<file path="src/include/plfc_pkg.sv">
// constants, field layout and rule summary for the pll function/init latch control
// Function
// word with select 10 is stored into the function latch
// counter reset bit high holds R/AB counters at load and three-states pump
// releasing counter reset restarts N and R counters together
// enable pin low powers the device down at once
// arm bit set with sync select 0 powers down immediately
// arm bit set with sync select 1 waits for next pump event
// any power-down loads counters, three-states pump, resets lock detect
// fastlock acts only while fastlock enable bit is 1
// fastlock mode bit picks mode one (0) or mode two (1)
// mode one: fast current request selects secondary pump current
// mode two: timeout clears fast current request, primary current returns
// timeout counter runs only in fastlock mode two
// primary current code bits 17:15, secondary bits 20:18
// host keeps prescaler output at or below 300 MHz
// pump highz bit three-states the pump output
// init word loads function latch and issues internal reset pulse
// first AB load after init repeats pulse, later loads do not
// init word with sync power-down starts it via the pulse
// host init order: init, function, R, AB
// host enable pin method: pin low, write words, pin high
// host counter reset method: function(1), R, AB, function(0)
// 24-bit word shifts in MSB first, load strobe edge transfers it
// low two bits select R, AB, function or init latch
// programmed power-down persists until arm bit is written 0
package plfc_pkg;
   localparam int WORD_BITS = 24;
   // destination select codes in the low two word bits
   localparam logic [1:0] SEL_R    = 2'h0;
   localparam logic [1:0] SEL_AB   = 2'h1;
   localparam logic [1:0] SEL_FUNC = 2'h2;
   localparam logic [1:0] SEL_INIT = 2'h3;
   // fast current request position in the AB word
   localparam int POS_FAST_REQ = 21;
   // reset values of the latches
   localparam logic [23:0] WORD_RESET = 24'h00_0000;
   // timeout length: (field + 1) detector cycles times this step
   localparam logic [6:0]  TIMEOUT_STEP_TICKS = 7'h04;
   localparam logic [6:0]  TIMER_RESET = 7'h00;

   // function / initialization latch layout, bit 23 first
   typedef struct packed {
      logic [1:0] prescaler_select;
      logic       powerdown_sync_select;
      logic [2:0] pump_current_secondary;
      logic [2:0] pump_current_primary;
      logic [3:0] fastlock_timeout_field;
      logic       fastlock_mode_bit;
      logic       fastlock_enable_bit;
      logic       pump_highz_bit;
      logic       detector_polarity_bit;
      logic [2:0] monitor_mux_select;
      logic       powerdown_arm_bit;
      logic       counter_reset_bit;
      logic       latch_select_high;
      logic       latch_select_low;
   } plfc_func_t;

   // programmed power-down states
   typedef enum logic [2:0] {
      PS_ON   = 3'b001,
      PS_WAIT = 3'b010,
      PS_DOWN = 3'b100
   } plfc_pstate_t;
endpackage : plfc_pkg

</file>
<file path="src/core/plfc_core.sv">
// serial load port, function/init latches, power-down and fastlock control
`timescale 1ns/1ns
module plfc_core
   import plfc_pkg::*;
(
   input  wire logic        i_clk,                 // 50 MHz system clock
   input  wire logic        i_rst,                 // synchronous reset, active high
   input  wire logic        i_ce,                  // clock enable, freezes state when low
   input  wire logic        i_sclk,                // serial clock, sampled
   input  wire logic        i_sdata,               // serial data, msb first
   input  wire logic        i_load_strobe,         // load strobe, rising edge latches
   input  wire logic        i_enable_pin,          // enable pin, low powers down
   input  wire logic        i_pump_event,          // one-cycle charge pump event
   input  wire logic        i_pd_tick,             // one-cycle detector cycle tick
   output logic             o_powerdown,           // device powered down
   output logic             o_counter_load,        // R, N and timeout counters at load
   output logic             o_pump_highz,          // pump output in high impedance
   output logic             o_lock_detect_reset,   // digital lock detect held in reset
   output logic             o_internal_reset,      // one-cycle internal reset pulse
   output logic [2:0]       o_pump_current_code,   // active pump current code
   output logic [1:0]       o_prescaler_select,    // prescaler select field
   output logic [2:0]       o_monitor_mux_select,  // monitor output select
   output logic             o_detector_polarity,   // phase detector polarity
   output logic [23:0]      o_r_word,              // R counter latch
   output logic [23:0]      o_ab_word              // AB counter latch
);

   logic [23:0]  shreg;
   logic         sclk_q;
   logic         load_q;
   plfc_func_t   func;
   logic         ab_first;
   plfc_pstate_t pstate;
   plfc_pstate_t next_pstate;
   logic [6:0]   tmr;
   logic         sclk_rise;
   logic         load_rise;
   logic [1:0]   sel;
   logic         fast_on;
   logic         mode2_run;
   logic [6:0]   tmr_limit;
   logic         tmr_expire;
   logic         next_pulse;
   logic         next_pd;
   logic         next_hold;

   // edge detection on sampled serial pins
   assign sclk_rise = i_sclk & ~sclk_q;
   assign load_rise = i_load_strobe & ~load_q;
   assign sel       = shreg[1:0];

   // serial pins are synchronous, so only a previous sample is kept
   always_ff @(posedge i_clk) begin
      if (i_rst) begin
         sclk_q <= 1'b0;
         load_q <= 1'b0;
      end else if (i_ce) begin
         sclk_q <= i_sclk;
         load_q <= i_load_strobe;
      end
   end

   // input shift register stays live in power-down
   always_ff @(posedge i_clk) begin
      if (i_rst) begin
         shreg <= WORD_RESET;
      end else if (i_ce && sclk_rise) begin
         shreg <= {shreg[22:0], i_sdata};
      end
   end

   // function latch, written by both function and init words
   always_ff @(posedge i_clk) begin
      if (i_rst) begin
         func <= plfc_func_t'(WORD_RESET);
      end else if (i_ce && load_rise && sel[1]) begin
         func <= plfc_func_t'(shreg);
      end
   end

   // R counter latch
   always_ff @(posedge i_clk) begin
      if (i_rst) begin
         o_r_word <= WORD_RESET;
      end else if (i_ce && load_rise && sel == SEL_R) begin
         o_r_word <= shreg;
      end
   end

   // timeout compare; a new AB word restarts the count from zero
   assign tmr_limit  = 7'({3'h0, func.fastlock_timeout_field} + 7'h01)
                       * TIMEOUT_STEP_TICKS;
   assign mode2_run  = func.fastlock_enable_bit & func.fastlock_mode_bit
                       & o_ab_word[POS_FAST_REQ] & ~o_counter_load;
   assign tmr_expire = mode2_run & i_pd_tick & (tmr == tmr_limit - 7'h01);

   // AB latch; a host write beats the timer clearing the request bit
   always_ff @(posedge i_clk) begin
      if (i_rst) begin
         o_ab_word <= WORD_RESET;
      end else if (i_ce) begin
         if (load_rise && sel == SEL_AB) begin
            o_ab_word <= shreg;
         end else if (tmr_expire) begin
            o_ab_word[POS_FAST_REQ] <= 1'b0;
         end
      end
   end

   // fastlock timeout counter, held at load outside mode two
   always_ff @(posedge i_clk) begin
      if (i_rst) begin
         tmr <= TIMER_RESET;
      end else if (i_ce) begin
         if (!mode2_run || (load_rise && sel == SEL_AB) || tmr_expire) begin
            tmr <= TIMER_RESET;
         end else if (i_pd_tick) begin
            tmr <= tmr + 7'h01;
         end
      end
   end

   // first-AB-after-init tracker
   always_ff @(posedge i_clk) begin
      if (i_rst) begin
         ab_first <= 1'b0;
      end else if (i_ce && load_rise) begin
         if (sel == SEL_INIT) begin
            ab_first <= 1'b1;
         end else if (sel == SEL_AB) begin
            ab_first <= 1'b0;
         end
      end
   end

   // internal reset pulse on init words and the first AB word after one
   assign next_pulse = load_rise & ((sel == SEL_INIT)
                       | ((sel == SEL_AB) & ab_first));

   always_ff @(posedge i_clk) begin
      if (i_rst) begin
         o_internal_reset <= 1'b0;
      end else if (i_ce) begin
         o_internal_reset <= next_pulse;
      end
   end

   // programmed power-down; sync mode waits so the loop sees no frequency jump
   always_comb begin
      next_pstate = pstate;
      case (pstate)
         PS_ON: begin
            if (func.powerdown_arm_bit && !func.powerdown_sync_select) begin
               next_pstate = PS_DOWN;
            end else if (func.powerdown_arm_bit && o_internal_reset) begin
               // an init word brings the arm bit and the pulse together, so catch it here
               next_pstate = PS_DOWN;
            end else if (func.powerdown_arm_bit) begin
               next_pstate = PS_WAIT;
            end
         end
         PS_WAIT: begin
            if (!func.powerdown_arm_bit) begin
               next_pstate = PS_ON;
            end else if (!func.powerdown_sync_select) begin
               next_pstate = PS_DOWN;
            end else if (i_pump_event || o_internal_reset) begin
               next_pstate = PS_DOWN;
            end
         end
         PS_DOWN: begin
            if (!func.powerdown_arm_bit) begin
               next_pstate = PS_ON;
            end
         end
         default: begin
            next_pstate = PS_ON;
         end
      endcase
   end

   always_ff @(posedge i_clk) begin
      if (i_rst) begin
         pstate <= PS_ON;
      end else if (i_ce) begin
         pstate <= next_pstate;
      end
   end

   // pin power-down overrides everything; one hold signal keeps R and N aligned
   assign next_pd   = ~i_enable_pin | (next_pstate == PS_DOWN);
   assign next_hold = next_pd | func.counter_reset_bit | next_pulse;

   always_ff @(posedge i_clk) begin
      if (i_rst) begin
         o_powerdown         <= 1'b1;
         o_counter_load      <= 1'b1;
         o_pump_highz        <= 1'b1;
         o_lock_detect_reset <= 1'b1;
      end else if (i_ce) begin
         o_powerdown         <= next_pd;
         o_counter_load      <= next_hold;
         o_pump_highz        <= next_hold | func.pump_highz_bit;
         o_lock_detect_reset <= next_pd;
      end
   end

   // current selection; request bit only counts with fastlock enabled
   assign fast_on = func.fastlock_enable_bit & o_ab_word[POS_FAST_REQ];

   always_ff @(posedge i_clk) begin
      if (i_rst) begin
         o_pump_current_code <= 3'h0;
      end else if (i_ce) begin
         o_pump_current_code <= fast_on ? func.pump_current_secondary
                                        : func.pump_current_primary;
      end
   end

   // plain field outputs; prescaler range is the host's concern
   always_ff @(posedge i_clk) begin
      if (i_rst) begin
         o_prescaler_select   <= 2'h0;
         o_monitor_mux_select <= 3'h0;
         o_detector_polarity  <= 1'b0;
      end else if (i_ce) begin
         o_prescaler_select   <= func.prescaler_select;
         o_monitor_mux_select <= func.monitor_mux_select;
         o_detector_polarity  <= func.detector_polarity_bit;
      end
   end
endmodule : plfc_core

</file>
<file path="config.mk">
export PLATFORM = sky130hd
export DESIGN_NAME = plfc_core
export DESIGN_NICKNAME = d
export VERILOG_FILES = /design/src/include/plfc_pkg.sv /design/src/core/plfc_core.sv
export SDC_FILE = /design/constraint.sdc
export NUM_CORES = 1
export LEC_CHECK = 0
export BUFFER_PORTS_ARGS = -buffer_cell sky130_fd_sc_hd__buf_2
export CORE_ASPECT_RATIO = 0.6
export CORE_MARGIN = 2
export CORE_UTILIZATION = 50
export DETAILED_ROUTE_END_ITERATION = 10
export GPL_TIMING_DRIVEN = 0
export HOLD_SLACK_MARGIN = 0.06
export MAX_ROUTING_LAYER = met4
export PLACE_DENSITY = 0.73
export REMOVE_ABC_BUFFERS = 1
export SLEW_MARGIN = 10
export SYNTH_ARGS = -nofsm -noshare
export SYNTH_HDL_FRONTEND = slang
export SYNTH_SLANG_ARGS = --single-unit
export TNS_END_PERCENT = 50
</file>
<file path="constraint.sdc">
create_clock -name i_clk -period 5.5 [get_ports i_clk]
set_input_delay 0.275 -clock i_clk [delete_from_list [all_inputs] [get_ports i_clk]]
set_output_delay 0.275 -clock i_clk [all_outputs]
set_load 0.03 [all_outputs]
</file>
=== Word-level counts from Yosys, hierarchy flattened ===
Cells that the tools add are included.

* Add/subtract/negate cells: 3
* Multiply operators: 0
* Divide/modulo/power cells: 0
* Order comparisons: 0
* Equal/unequal tests: 7
* Shift operators: 0
* Muxes and demuxes: 15
* Bitwise gates (word level): 19
* Reductions and logical operators: 20

{| class="wikitable"
|+ Operator list
! kind !! number
|-
| 3-bit two-way mux || 8
|-
| 7-bit two-way mux || 2
|-
| 1-bit AND || 10
|-
| 3-bit one-hot mux with 3 select lines || 1
|-
| 2-bit AND reduction || 4
|-
| 7-bit by 1-bit adder with 7-bit output, second input constant || 1
|-
| 7-bit equality test || 1
|-
| 1-bit logical AND || 7
|-
| 7-bit by 1-bit subtractor with 7-bit output, second input constant || 1
|-
| 3-bit equality test, second input constant || 2
|-
| 2-bit nonzero test || 3
|-
| 4-bit by 1-bit adder with 5-bit output, second input constant || 1
|-
| 1-bit bitwise OR || 5
|-
| 1-bit two-way mux || 4
|-
| 1-bit inverter || 4
|-
| 3-bit by 1-bit equality test with 1-bit output, second input constant || 1
|-
| 3-bit by 2-bit equality test with 1-bit output, second input constant || 1
|-
| 1-bit logical OR || 3
|-
| 2-bit by 1-bit equality test with 1-bit output, second input constant || 1
|-
| 2-bit equality test, second input constant || 1
|-
| 1-bit zero test || 2
|-
| 2-bit zero test || 1
|}

* Flip-flop bits (word level): 120
* Latch bits: 0
* Bits in writable memories: 0
* Memory bits (read-only): 0
* Input bits: 9
* Output and inout port bits: 62
* Word-level logic and storage cells: 93
* Memories kept: 0

=== Longest topological paths before layout ===
* Word-level depth: 10
* Gate-level depth with buffers: 7
* Depth with buffers taken out: 7

=== Worst setup path after synthesis ===
Ideal clock, no wire load.

* Path kind: register to register
* From: reg func[11] (netlist bit)
* To: reg tmr[3]
* Setup time: 0.132 ns
* Data arrival time: 1.913 ns
* Required time: 5.368 ns
* Slack: 3.456 ns
* Cell stages (with the launch flop): 8
* Path buffers: 0
* Period minus slack after synthesis: 2.044 ns
* Path through: dfxtp_1 -> ha_1 -> xor2_1 -> or3_4 -> a2111oi_4 -> nand3_2 -> a21oi_2 -> nor4_1

* Word-level cells in the longest chain between the ends: 7
* Elaborated cells on any way between the ends: 8
* Those cells by class: add/sub (2); eq/ne (1); mux (1); bitwise (1); reduce/logical (3)

{| class="wikitable"
|+ Ends and longest elaborated chain
! item !! line !! RTL
|-
| start: declaration || plfc_core.sv:31 || <nowiki>plfc_func_t func;</nowiki>
|-
| start signal: assignment || plfc_core.sv:75 || <nowiki>func <= plfc_func_t'(WORD_RESET);</nowiki>
|-
| start signal: assignment || plfc_core.sv:77 || <nowiki>func <= plfc_func_t'(shreg);</nowiki>
|-
| 4-bit by 1-bit adder with 5-bit output * || plfc_core.sv:91 || <nowiki>assign tmr_limit = 7'({3'h0, func.fastlock_timeout_field} + 7'h01)</nowiki>
|-
| 7-bit by 1-bit subtractor with 7-bit output * || plfc_core.sv:95 || <nowiki>assign tmr_expire = mode2_run & i_pd_tick & (tmr == tmr_limit - 7'h01);</nowiki>
|-
| 7-bit equality test * || plfc_core.sv:95 ||
|-
| 1-bit AND * || plfc_core.sv:95 ||
|-
| 1-bit logical OR * || plfc_core.sv:115 || <nowiki>if (!mode2_run || (load_rise && sel == SEL_AB) || tmr_expire) begin</nowiki>
|-
| 2-bit nonzero test (no line) || - ||
|-
| 2-bit AND reduction (no line) || - ||
|-
| end signal: assignment || plfc_core.sv:118 || <nowiki>tmr <= tmr + 7'h01;</nowiki>
|-
| end: declaration || plfc_core.sv:35 || <nowiki>logic [6:0] tmr;</nowiki>
|}

Every way passes the cells marked *; elsewhere a longest branch is shown, timed or not.
A chain may end at the register's enable or synchronous reset.

=== Final worst setup path ===
Same ends and word-level chain as after synthesis.

==> results.ini <==
[status]
status = finished, final reports clean

[global_routing]
grt_pass1_vias = 3754
grt_start_max_net_pins = 87
antenna_found_initial = 0
track_usage_pct = 24.0
grt_pass1_wl_um = 18300
overflow = 0

[layout]
syn2layout_area_growth_pct = 21.0
utilization_pct = 61.5
fillers = 742
drive_above_1_share_pct = 18.0
final_nets = 638
n_antenna_cell = 0

[synth]
ys_ff_latch = 120
synth_edf_count = 0
ys.flop_type = dfxtp_1
syn_inst = 569
synth_common_cells = nand2_1, dfxtp_1, a21oi_1, clkbuf_1, nor2_1
post-synth-top-count-cell = nand2_1
synthArstFlopShare_pct = 0
synth_top_area_share_pct = 52.0
ys_types = 46
yosysWarnings = 0
synthTopCellsByArea = dfxtp_1, nand2_1, a21oi_1, clkbuf_1, mux2i_1
avgSynthCellArea_um2 = 8.12
synthesis.area_um2 = 4620
yosys.area.top_type = dfxtp_1
ys_seq_area_share_pct = 52.0

[clock_network]
clk_latency_ns = 0.41
cts-root-buf = clkbuf_16
clk_pin_slew_worst_paths_ns = 0.06
cts_resized = 0
cts_tree = yes
htree_levels = 4
hold_buffers = 0
cts_sinks = 120
clk_path_buf_depth = 2
cts_buffers = 17
post-cts-setup-buffers = 0

[power]
seq_power_share_pct = 43.8
leakagePower_nw = 2.16
power.switching_uw = 465
combPwrFrac_pct = 3.3
internal_power_mw = 1.54
vdd_drop_max_v = 0.000251
swShare_pct = 23.2
power.total_mw = 2.00
power.clock.fraction_pct = 52.9
p_per_area_nw_per_um2 = 358

[worst_setup_path]
crit_chain = ha_1 > xor2_1 > or3_4 > a2111oi_4 > nand3_2 > a21oi_2 > nor4_1
required_ns = 5.77
max_stage_delay_ns = 0.45
cp-start-kind = flop
critPathSlowestCell = dfxtp_1
critical_path_class = reg2reg
cp-end-kind = flop
path_buf_inv = 0
cpLargestDelayFamily = compound AO/OA/AOI/OAI gates
arrival_ns = 2.54
path_max_fanout = 8

[die]
core_area_um2 = 9090
fp.dieW_um = 128
fp-row-count = 27
ioPinCount = 71
start_util_pct = 50.9
die_h_um = 78.5
die_area_um2 = 10100

[detailed_routing]
first_pass_iters = 7
postRouteWirelength_um = 11200
wl_per_cell_um = 14.8
vias = 4134
drt_iter0_markers = 283
viasPerCell = 5.48
drc = 0
ant_nets = 0

[sta]
rsz0062_at_grt = false
slew_headroom_pct = 31.1
finalCritPeriodShare_pct = 41.2
setup-tns-final_ns = 0
final-setup-viol-count = 0
slew_viol_final = 0
min_period_ns = 2.27
finalHoldViolations = 0
max_freq_mhz = 441
tightest_slew_ns = 1.03
finClkSkew_ns = 0.00866

[place]
port_buffers = 70
hpwl_um = 6830
gp_congestion = 0.782

[hold_path]
hold_class = in2reg

[flow_run]
maxCapViolCount = 0

per-layer routing:
| metal | routed length, µm | part of all wire, % | GRT usage (%) |
|---|---|---|---|
| met2 | 4980 | 45 | 35.5 |
| met1 | 5260 | 47 | 31.4 |
| met3 | 802 | 7.2 | 6.68 |
| met4 | 144 | 1.3 | 9.01 |
| met5 | 0 | 0 | - |
worst paths after layout:
path	startpoint	to	slack, ns	cells after the start
max	func[11]	tmr[3]	3.23	7
min	i_sdata	shreg[0]	0.13	3
max reg2reg	func[11]	tmr[3]	3.23	7
min reg2reg	o_r_word[3]	o_r_word[3]	0.45	2
cells in the final DEF, fill, tap and decap left out, types with 3 or more instances in the layout:
master      netlist  layout
clkbuf_16         0      17
xor2_1            5       5
nor3_1            4       3
nand2_1         197     197
mux2i_1           9       9
nand4_1           3       3
a311oi_1          4       4
xnor2_1           4       4
inv_6             0       3
dfxtp_1         120     120
clkinv_4          0       3
o21ai_0          10      10
buf_2             6      69
clkinv_2          0       3
nand3_1          10      10
nor2_1           20      20
a21oi_1          97      97
nand2b_1          5       5
nor3b_1           7       6
ha_1              3       3
clkinvlp_4        0       3
nor2b_1           3       3
or3_1             3       3
registers in the layout, indices dropped and copies added (netlist names), 2 cells and up:
| register | count |
|---|---|
| o_prescaler_select | 2 |
| o_r_word | 24 |
| func | 22 |
| tmr | 7 |
| pstate | 3 |
| o_pump_current_code | 3 |
| o_monitor_mux_select | 3 |
| o_ab_word | 24 |
| shreg | 24 |
power by group through the flow:
stage	combinational, mW	sequential (mW)	clock (mW)
floorplan	0.0214	0.901	0
global placement	0.0600	0.895	0
detailed placement	0.0659	0.896	0
CTS	0.0661	0.877	1.07
global route	0.0722	0.877	1.12
finish	0.0662	0.877	1.06
area by class of cell:
class | count | area [µm²] | share of cell area, %
Timing Repair Buffer | 73 | 403 | 7.21
Clock buffer | 19 | 453 | 8.10
Clock inverter | 13 | 120 | 2.15
Sequential cell | 120 | 2400 | 43.0
Tap cell | 116 | 145 | 2.60
Multi-Input combinational cell | 412 | 2060 | 36.8
Inverter | 2 | 7.51 | 0.134
cells by family after synthesis:
logic type,after synthesis,share of synthesized area (%)
mux,9,1.95
xor+xnor,9,1.71
buf+inv,37,3.68
compound gates,124,15.1
flops,120,52.0
simple gates,267,24.8
fa+ha+maj,3,0.812
per-stage QoR:
stage / cells / hold slack [ns] / setup WS, ns / area, µm²
2_1_floorplan: 534 / 0.344 / 3.41 / 4460
3_3_place_gp: 720 / 0.441 / 1.52 / 4950
3_5_place_dp: 723 / 0.443 / 3.04 / 5020
4_1_cts: 755 / 0.111 / 3.24 / 5590
5_1_grt: 755 / 0.126 / 3.07 / 5590
6_report: 755 / 0.127 / 3.23 / 5590
worst min-delay path, cell delays in order:
cell	delay, ns
buf_2	0.10
nand2_1	0.06
a21oi_1	0.05
Power figures use the tool's default switching activity.
